--- src/adctr_pkg.sv ---
// constants and types for the converter trigger, result and status block
`default_nettype none
package adctr_pkg;
    // register byte addresses on the peripheral bus
    localparam logic [31:0] ADDR_CTRL = 32'h4001C000; // converter_control
    localparam logic [31:0] ADDR_GRES = 32'h4001C004; // latest_result
    localparam logic [31:0] ADDR_SRC = 32'h4001C008; // channel_source_select
    localparam logic [31:0] ADDR_MASK = 32'h4001C00C; // channel_irq_mask
    localparam logic [31:0] ADDR_CRES0 = 32'h4001C010; // channel_result_word 0
    localparam logic [31:0] ADDR_STEP = 32'h00000004; // word stride
    localparam logic [31:0] ADDR_STAT = 32'h4001C030; // all_channel_flags

    // control register layout
    localparam int CTRL_W = 28; // bits 27:0 stored, 31:28 read zero
    localparam int SEL_LSB = 0; // channel select mask
    localparam int BURST_BIT = 16; // repeated scan
    localparam int SINGLE_BIT = 20; // single pass
    localparam int START_LSB = 23; // start field 26:23
    localparam int EDGE_BIT = 27; // 0 rising, 1 falling
    localparam logic [CTRL_W-1:0] CTRL_RST = 28'h0000000;

    // start field codes
    localparam logic [3:0] ST_NONE = 4'h0;
    localparam logic [3:0] ST_NOW = 4'h2;
    localparam logic [3:0] ST_EXT0 = 4'h4;
    localparam logic [3:0] ST_CMP = 4'h5;
    localparam logic [3:0] ST_EXT1 = 4'h6;
    localparam logic [3:0] ST_WT0 = 4'h8;
    localparam logic [3:0] ST_WT1 = 4'hA;
    localparam logic [3:0] ST_NT0 = 4'hC;
    localparam logic [3:0] ST_NT1 = 4'hE;

    // trigger vector bit positions
    localparam int TR_EXT0 = 0;
    localparam int TR_CMP = 1;
    localparam int TR_EXT1 = 2;
    localparam int TR_WT0 = 3;
    localparam int TR_WT1 = 4;
    localparam int TR_NT0 = 5;
    localparam int TR_NT1 = 6;
    localparam int TR_N = 7;

    // result word layout
    localparam int RES_LSB = 6; // 15:6 result
    localparam int CHN_LSB = 24; // 26:24 channel
    localparam int OVR_BIT = 30;
    localparam int DONE_BIT = 31;

    // source select and status layout
    localparam int SRC_LSB = 10; // 15:10 three 2-bit fields
    localparam logic [5:0] SRC_RST = 6'h00;
    localparam int STAT_OVR_LSB = 8;
    localparam int STAT_IRQ_BIT = 16;
    localparam logic [7:0] MASK_RST = 8'h00;

    typedef enum logic {ST_IDLE = 1'b0, ST_BUSY = 1'b1} adctr_state_e;
endpackage
`default_nettype wire

--- src/adctr_top.sv ---
// converter start control, result publishing and status mirror, APB slave
// Function
// - start field controls start when not scanning
// - code 0x2 starts conversion at once
// - codes 0x4/0x6 trigger on external pins
// - code 0x5 triggers on comparator output
// - codes 0x8/0xA/0xC/0xE trigger on timer matches
// - edge bit picks rising or falling
// - latest result holds 10-bit fraction
// - unused latest result bits read zero
// - latest result reports its channel number
// - lost-result flag set in scan, read clears
// - done flag set; read or control write clears
// - control write mid-conversion sets done, restarts
// - channel 5 source select field
// - channel 6 source select field
// - channel 7 source select field
// - status shows eight per-channel done flags
// - status shows eight per-channel lost flags
// - combined flag is masked OR of done
// - single pass clears scan bit, then stops
// - per-channel mask gates combined flag
//
// Our own choice: the APB slave port.
`default_nettype none
module adctr_top (
    input wire logic sys_clk_in, // 200 MHz peripheral clock
    input wire logic rst_b_in, // async reset, active low
    input wire logic psel_in, // apb select
    input wire logic penable_in, // apb access phase
    input wire logic pwrite_in, // apb direction, 1 write
    input wire logic [31:0] paddr_in, // apb byte address
    input wire logic [31:0] pwdata_in, // apb write data
    output logic [31:0] prdata_out, // apb read data
    output logic pready_out, // apb ready
    output logic pslverr_out, // apb error, unmapped address
    input wire logic ext_trigger_in0_in, // external trigger pin 0
    input wire logic ext_trigger_in1_in, // external trigger pin 1
    input wire logic comparator_in, // analog comparator output
    input wire logic wide_timer_match0_in, // 32-bit timer match 0
    input wire logic wide_timer_match1_in, // 32-bit timer match 1
    input wire logic narrow_timer_match0_in, // 16-bit timer match 0
    input wire logic narrow_timer_match1_in, // 16-bit timer match 1
    input wire logic core_done_in, // core finished, one-cycle pulse
    input wire logic [9:0] core_result_in, // core result, valid with done
    output logic conv_start_out, // start pulse to core
    output logic [2:0] conv_channel_out, // channel to convert
    output logic converter_busy_out, // conversion running
    output logic [1:0] ch5_source_out, // channel 5 analog switch
    output logic [1:0] ch6_source_out, // channel 6 analog switch
    output logic [1:0] ch7_source_out // channel 7 analog switch
);
    // whole state of the block
    typedef struct packed {
        logic [adctr_pkg::TR_N-1:0] sync1; // first synchroniser stage
        logic [adctr_pkg::TR_N-1:0] sync2; // second synchroniser stage
        logic trig_prev; // previous sample of selected trigger
        logic [adctr_pkg::CTRL_W-1:0] ctrl; // converter_control
        logic [5:0] src; // channel_source_select fields
        logic [7:0] mask; // channel_irq_mask
        adctr_pkg::adctr_state_e state; // idle or converting
        logic [2:0] ch; // channel in conversion or next in scan
        logic start; // start pulse
        logic [7:0][9:0] res; // per-channel results
        logic [7:0] done; // per-channel done flags
        logic [7:0] ovr; // per-channel lost flags
        logic [9:0] g_res; // latest result
        logic [2:0] g_ch; // latest channel
        logic g_done; // latest done flag
        logic g_ovr; // latest lost flag
        logic [31:0] prdata; // read data
        logic pready; // ready
        logic pslverr; // error
    } adctr_regs_s;

    adctr_regs_s q; // registered state
    adctr_regs_s d; // next state

    // comb helpers, assigned in the process; trigger and read mux helpers where used, the rest at the top
    logic [adctr_pkg::TR_N-1:0] trig_raw; // unsynchronised trigger vector
    logic trig_sel; // selected trigger sample
    logic trig_ok; // start code names a trigger source
    logic trig_edge; // qualifying edge seen
    logic acc_first; // first access cycle, data capture and read clears
    logic acc_end; // apb access completes this edge
    logic wr_ctrl; // control register written
    logic rd_gres; // latest result read
    logic hit; // address maps to a register
    logic [31:0] rdata; // read mux
    logic [3:0] start_code; // current start field
    logic burst; // repeated scan on
    logic [7:0] sel_mask; // channels selected
    logic [7:0] new_sel; // channel select being written
    logic go; // begin conversion
    logic [2:0] go_ch; // channel to begin on
    logic [2:0] nxt; // next scan channel

    // lowest selected channel; channel 0 when none is selected
    function automatic logic [2:0] first_ch(input logic [7:0] m);
        logic [2:0] r;
        r = 3'h0;
        for (int i = 7; i >= 0; i--) begin
            if (m[i]) begin
                r = 3'(i);
            end
        end
        return r;
    endfunction

    // next selected channel above cur, wrapping to the lowest
    function automatic logic [2:0] next_ch(input logic [7:0] m, input logic [2:0] cur);
        logic [2:0] r;
        r = first_ch(m);
        for (int i = 7; i >= 0; i--) begin
            if (m[i] && (3'(i) > cur)) begin
                r = 3'(i);
            end
        end
        return r;
    endfunction

    // next state of the whole block
    always_comb begin
        d = q;
        trig_raw = '0;
        trig_raw[adctr_pkg::TR_EXT0] = ext_trigger_in0_in;
        trig_raw[adctr_pkg::TR_CMP] = comparator_in;
        trig_raw[adctr_pkg::TR_EXT1] = ext_trigger_in1_in;
        trig_raw[adctr_pkg::TR_WT0] = wide_timer_match0_in;
        trig_raw[adctr_pkg::TR_WT1] = wide_timer_match1_in;
        trig_raw[adctr_pkg::TR_NT0] = narrow_timer_match0_in;
        trig_raw[adctr_pkg::TR_NT1] = narrow_timer_match1_in;
        start_code = q.ctrl[adctr_pkg::START_LSB +: 4];
        burst = q.ctrl[adctr_pkg::BURST_BIT];
        sel_mask = q.ctrl[adctr_pkg::SEL_LSB +: 8];
        new_sel = pwdata_in[adctr_pkg::SEL_LSB +: 8];
        acc_first = psel_in && penable_in && !q.pready;
        acc_end = psel_in && penable_in && q.pready;
        wr_ctrl = acc_end && pwrite_in && (paddr_in == adctr_pkg::ADDR_CTRL);
        rd_gres = acc_first && !pwrite_in && (paddr_in == adctr_pkg::ADDR_GRES);
        go = 1'b0;
        go_ch = first_ch(sel_mask);
        nxt = next_ch(sel_mask, q.ch);

        // pins cross in through two flops; only stage two is read
        d.sync1 = trig_raw;
        d.sync2 = q.sync1;

        // pick the trigger source named by the start code
        trig_ok = 1'b1;
        case (start_code)
            adctr_pkg::ST_EXT0: trig_sel = q.sync2[adctr_pkg::TR_EXT0];
            adctr_pkg::ST_EXT1: trig_sel = q.sync2[adctr_pkg::TR_EXT1];
            adctr_pkg::ST_CMP: trig_sel = q.sync2[adctr_pkg::TR_CMP];
            adctr_pkg::ST_WT0: trig_sel = q.sync2[adctr_pkg::TR_WT0];
            adctr_pkg::ST_WT1: trig_sel = q.sync2[adctr_pkg::TR_WT1];
            adctr_pkg::ST_NT0: trig_sel = q.sync2[adctr_pkg::TR_NT0];
            adctr_pkg::ST_NT1: trig_sel = q.sync2[adctr_pkg::TR_NT1];
            default: begin
                // no start, start now and reserved codes never trigger
                trig_sel = 1'b0;
                trig_ok = 1'b0;
            end
        endcase
        // a change of start code may look like one edge; harmless by design
        d.trig_prev = trig_sel;
        if (q.ctrl[adctr_pkg::EDGE_BIT]) begin
            trig_edge = trig_ok && q.trig_prev && !trig_sel;
        end else begin
            trig_edge = trig_ok && !q.trig_prev && trig_sel;
        end

        // read mux, captured at the edge where the read clears its flags,
        // so a flag set after the capture is never cleared unseen
        hit = 1'b1;
        rdata = '0;
        case (paddr_in)
            adctr_pkg::ADDR_CTRL: rdata[adctr_pkg::CTRL_W-1:0] = q.ctrl;
            adctr_pkg::ADDR_GRES: begin
                rdata[adctr_pkg::RES_LSB +: 10] = q.g_res;
                rdata[adctr_pkg::CHN_LSB +: 3] = q.g_ch;
                rdata[adctr_pkg::OVR_BIT] = q.g_ovr;
                rdata[adctr_pkg::DONE_BIT] = q.g_done;
            end
            adctr_pkg::ADDR_SRC: rdata[adctr_pkg::SRC_LSB +: 6] = q.src;
            adctr_pkg::ADDR_MASK: rdata[7:0] = q.mask;
            adctr_pkg::ADDR_STAT: begin
                rdata[7:0] = q.done;
                rdata[adctr_pkg::STAT_OVR_LSB +: 8] = q.ovr;
                rdata[adctr_pkg::STAT_IRQ_BIT] = |(q.done & q.mask);
            end
            default: hit = 1'b0;
        endcase
        for (int i = 0; i < 8; i++) begin
            if (paddr_in == adctr_pkg::ADDR_CRES0 + adctr_pkg::ADDR_STEP * 32'(i)) begin
                hit = 1'b1;
                rdata[adctr_pkg::RES_LSB +: 10] = q.res[i];
                rdata[adctr_pkg::OVR_BIT] = q.ovr[i];
                rdata[adctr_pkg::DONE_BIT] = q.done[i];
            end
        end

        // apb: one wait state, ready for one cycle
        d.pready = acc_first;
        if (acc_first) begin
            d.prdata = hit ? rdata : 32'h00000000;
            d.pslverr = !hit;
        end

        // read side effects: clears first, so a same-edge set wins
        if (rd_gres) begin
            d.g_done = 1'b0;
            d.g_ovr = 1'b0;
        end
        for (int i = 0; i < 8; i++) begin
            if (acc_first && !pwrite_in &&
                paddr_in == adctr_pkg::ADDR_CRES0 + adctr_pkg::ADDR_STEP * 32'(i)) begin
                d.done[i] = 1'b0;
                d.ovr[i] = 1'b0;
            end
        end

        // plain register writes
        if (acc_end && pwrite_in) begin
            if (paddr_in == adctr_pkg::ADDR_SRC) begin
                d.src = pwdata_in[adctr_pkg::SRC_LSB +: 6];
            end
            if (paddr_in == adctr_pkg::ADDR_MASK) begin
                d.mask = pwdata_in[7:0];
            end
        end
        if (wr_ctrl) begin
            d.g_done = 1'b0;
        end

        // conversion completion from the core
        if (q.state == adctr_pkg::ST_BUSY && core_done_in) begin
            d.state = adctr_pkg::ST_IDLE;
            d.res[q.ch] = core_result_in;
            d.done[q.ch] = 1'b1;
            if (burst && q.done[q.ch]) begin
                d.ovr[q.ch] = 1'b1; // unread result overwritten
            end
            d.g_res = core_result_in;
            d.g_ch = q.ch;
            d.g_done = 1'b1;
            if (burst && q.g_done && !rd_gres) begin
                d.g_ovr = 1'b1;
            end
            if (burst) begin
                d.ch = nxt;
                // wrap means one pass over the selection is over
                if (q.ctrl[adctr_pkg::SINGLE_BIT] && nxt <= q.ch) begin
                    d.ctrl[adctr_pkg::BURST_BIT] = 1'b0;
                end
            end
        end

        // control write: store, restart when busy, or start now
        if (wr_ctrl) begin
            d.ctrl = pwdata_in[adctr_pkg::CTRL_W-1:0];
            go_ch = first_ch(new_sel);
            d.ch = go_ch;
            if (q.state == adctr_pkg::ST_BUSY) begin
                d.g_done = 1'b1;
                go = 1'b1;
            end else if (!pwdata_in[adctr_pkg::BURST_BIT] &&
                         pwdata_in[adctr_pkg::START_LSB +: 4] == adctr_pkg::ST_NOW) begin
                go = 1'b1;
            end
        end else if (q.state == adctr_pkg::ST_IDLE) begin
            if (burst) begin
                // scan keeps going while channels are selected
                go = |sel_mask;
                go_ch = q.ch;
            end else if (trig_edge) begin
                go = 1'b1;
            end
        end

        // launch a conversion
        d.start = go;
        if (go) begin
            d.ch = go_ch;
            d.state = adctr_pkg::ST_BUSY;
        end
    end

    // register the whole state
    always_ff @(posedge sys_clk_in or negedge rst_b_in) begin
        if (!rst_b_in) begin
            q <= '0;
            q.ctrl <= adctr_pkg::CTRL_RST;
            q.src <= adctr_pkg::SRC_RST;
            q.mask <= adctr_pkg::MASK_RST;
            q.state <= adctr_pkg::ST_IDLE;
        end else begin
            q <= d;
        end
    end

    // outputs straight from state flops
    assign prdata_out = q.prdata;
    assign pready_out = q.pready;
    assign pslverr_out = q.pslverr;
    assign conv_start_out = q.start;
    assign conv_channel_out = q.ch;
    assign converter_busy_out = (q.state == adctr_pkg::ST_BUSY);
    assign ch5_source_out = q.src[1:0];
    assign ch6_source_out = q.src[3:2];
    assign ch7_source_out = q.src[5:4];
endmodule
`default_nettype wire

--- config.mk ---
export PLATFORM = sky130hd
export DESIGN_NAME = adctr_top
export DESIGN_NICKNAME = d
export VERILOG_FILES = /design/src/adctr_pkg.sv /design/src/adctr_top.sv
export SDC_FILE = /design/constraint.sdc
export NUM_CORES = 1
export LEC_CHECK = 0
export BUFFER_PORTS_ARGS = -buffer_cell sky130_fd_sc_hd__buf_2
export CAP_MARGIN = 20
export CORE_MARGIN = 5
export CORE_UTILIZATION = 25
export DETAILED_ROUTE_END_ITERATION = 10
export SYNTH_ARGS = -nofsm -noshare
export SYNTH_HDL_FRONTEND = slang
export SYNTH_SLANG_ARGS = --single-unit
--- constraint.sdc ---
create_clock -name sys_clk_in -period 2.3 [get_ports sys_clk_in]
set_clock_uncertainty 0.2 [all_clocks]
set_input_delay 0.115 -clock sys_clk_in [delete_from_list [all_inputs] [get_ports sys_clk_in]]
set_output_delay 0.115 -clock sys_clk_in [all_outputs]
set_load 0.05 [all_outputs]
==> results.toml <==
[floorplan]
io_pins = 132
coreArea_sq_um = 40700
row_count = 74
die_h_um = 213
start_util_pct = 25.2
die-area_sq_um = 45300
die_w_um = 213

[global_routing]
grt_pass1_vias = 9290
grt_pass1_wl_um = 55200
grt_usage_pct = 15.5
grt_antenna_before_repair = 0
grt_max_degree = 40
overflow = 0

[sta]
maxSlewViolCount = 0
rsz0062_at_grt = "true"
finalCritPeriodShare_pct = 102
slew_headroom_pct = 63.5
setup_viol = 1
worstMarginPinSlew_ns = 0.548
fin_crit_ns = 2.34
timing.final.ws_setup_ns = -0.0414
fmax_ghz = 0.427
hold_viol = 0

[place]
hpwl_um = 26000
dp_worst_setup_slack_ns = -0.324
dpl.cell_count = 1694
gp_congestion = 0.910
port_buffers = 125

[synthesis]
synth_area_leader_cell = "dfrtp_1"
yosys-top-cells-area = "dfrtp_1 (50%), mux2_2 (12%), nand2_1 (5.7%)"
netlist.area_leader.share_pct = 49.9
synth-main-ff-cell = "dfrtp_1"
syn_area_per_cell_sq_um = 10.6
syn_area_sq_um = 10300
ys_ff_latch = 205
synth_edf_count = 0
yosys-top-cells-count = "dfrtp_1 (205), nand2_1 (156), mux2_2 (107)"
synth.most_common_cell = "dfrtp_1"
synth_cell_type_count = 75
synthCells = 967
seq_area_frac_synth_pct = 49.9
ys_async_sr_fraction_pct = 100
yosysWarningCount = 0

[setup_path]
crit_path_end_kind = "flip-flop"
worstReg2RegStart = "conv_channel_out[1]$_DFFE_PN0P_"
cp-startpoint = "conv_channel_out[1]$_DFFE_PN0P_"
crit_family = "compound AO/OA/AOI/OAI gates"
arrival_ns = 2.54
critPathMaxFanout = 4
crit_path_frequent_cell = "o21ai_1"
crit_path_top_delay_cell = "dfrtp_1"
cpPeakStageDelay_ns = 0.41
timing_worst_setup_path_type = "flip-flop to flip-flop"
crit_required_ns = 2.50
cp-start-kind = "flip-flop"
path_cells = "buf_6 -> buf_4 -> nand2_1 -> o22ai_2 -> a211oi_2 -> ha_1 -> a21o_1 -> a21oi_2 -> a31oi_1 -> o21ai_1 -> o21ai_1"
worst-path-buf-inv = 2

[drt]
wl_per_cell_um = 20.0
routed_wl_um = 35800
drt-initial-drc-count = 793
num_vias = 8939
route.detailed.drc = 0
avgViaCountPerCell = 4.98
first_pass_iters = 5
antenna_left = 0

[layout]
drive_gt1_share_pct = 39.8
multiInputGateArea_sq_um = 4750
diodes = 0
seq_area_sq_um = 5140
synthToLayoutAreaGrowth_pct = 35.9
fillers = 4091
instances_no_fill = 1796
nNetsFinal = 1337

[worst_hold_path]
holdCritStartpoint = "paddr_in[6]"
hold_class = "primary input to flip-flop"

[clock_network]
cts-buffers-inserted = 23
htreeDepth = 1
cts_tree = "done"
cts_buffer_depth = 3
cts_num_sinks = 205
clkSlewWorstSetupHoldPaths_ns = 0.06
clk_latency_ns = 0.53
cts_root_buf = "clkbuf_16"

[run]
max-cap-violations = 0

[power]
p_per_area_nw_per_um2 = 774
leakagePower_uw = 0.00647
vdd_drop_max_v = 0.000526

[status]
failed_checks = "setup timing"
status = "complete, but fails checks"
==> what timing repair did <==
item                                    4_1_cts  5_1_grt
buffers inserted                              7        3
pin swaps                                    13       11
hold endpoints to repair                    359        0
cloned                                        0        0
resized for setup                            28       13
endpoints found under the setup margin        6       12
hold buffers                                 50        0
==> power breakdown <==
part	switching [uW]	internal (uW)	total [uW]
combinational	990	1160	2150
clock	1520	2230	3750
sequential	550	4360	4910
total	3060	7750	10800
==> final timing paths <==
| kind | end | slack (ns) | cells past startpoint |
|---|---|---|---|
| worst max-delay path | burst$_DFFE_PN0P_ | -0.04 | 11 |
| worst min-delay path | prdata_out[6]$_DFFE_PN0P_ | 0.03 | 7 |
| worst max register to register | burst$_DFFE_PN0P_ | -0.04 | 11 |
| worst min register to register | q[199]$_DFF_PN0_ | 0.15 | 0 |
| max in group asynchronous | q[167]$_DFFE_PN0P_ | 0.95 | 4 |
| min in group asynchronous | q[53]$_DFF_PN0_ | 0.44 | 3 |
==> area by class of cell <==
cell class | instances | area share (%)
clock buffers | 32 | 4.72
clock inverters | 10 | 0.770
inverters | 15 | 0.421
multi-input cells | 654 | 34.0
flip-flops and latches | 205 | 36.8
well taps | 532 | 4.76
repair buffers | 348 | 18.5
==> per-layer routing <==
metal	vias up	track usage, %	share of wire [%]
met5	-	0	0
met4	0	3.27	1.8
met2	354	25.8	47
met3	49	2.44	7.0
li1	4086	-	-
met1	4450	21.6	44
==> cell families (layout without fill, tap and decap cells) <==
kind of cell | count (synthesis) | in the layout | synth area share (%)
AO/OA/AOI/OAI | 226 | 226 | 15.7
adder cells (fa/ha/maj) | 4 | 4 | 0.463
buffers and inverters | 109 | 405 | 5.91
flip-flops | 205 | 205 | 49.9
multiplexers | 116 | 116 | 12.9
other | 1 | 2 | 0.0365
AND/OR/NAND/NOR | 306 | 306 | 15.1
==> flip-flops by register name, indices dropped and copies added, names as in the netlist, 2 cells and up <==
register	flops
ch7_source_out	2
prdata_out	30
conv_channel_out	3
d	7
ch5_source_out	2
ch6_source_out	2
q	154
==> cells in the final DEF, fill, tap and decap left out, types with 13 or more instances in the layout <==
master           n
a221oi_1        13
dlygate4sd3_1   49
nand3_1         15
nor3_1          13
a21oi_1         25
o21ai_0         50
nand2_1        156
dfrtp_1        200
a22o_1          23
buf_2          124
buf_4          159
mux2_2         100
nor2_1          44
clkbuf_16       23
inv_1           13
==> metrics by stage <==
stage	hold WS [ns]	cell area [sq um]	total power, uW	util, %	setup TNS (ns)
floorplan	-0.381	10300	6040	-	-0.466
global placement	-0.0361	12400	6790	30.5	-8.75
detailed placement	-0.0408	12400	6870	30.5	-10.39
CTS	0.0153	13900	10800	34.1	-0.0575
global route	0.0349	14000	11300	34.3	-0.361
finish	0.0290	14000	10800	34.3	-0.0414
==> worst min-delay path, stage by stage <==
cell	delay, ns
buf_2	0.11
buf_4	0.12
nor4_1	0.04
nand2_1	0.12
a211oi_1	0.09
o221ai_1	0.07
o21ai_1	0.06
Power figures use the tool's default switching activity.
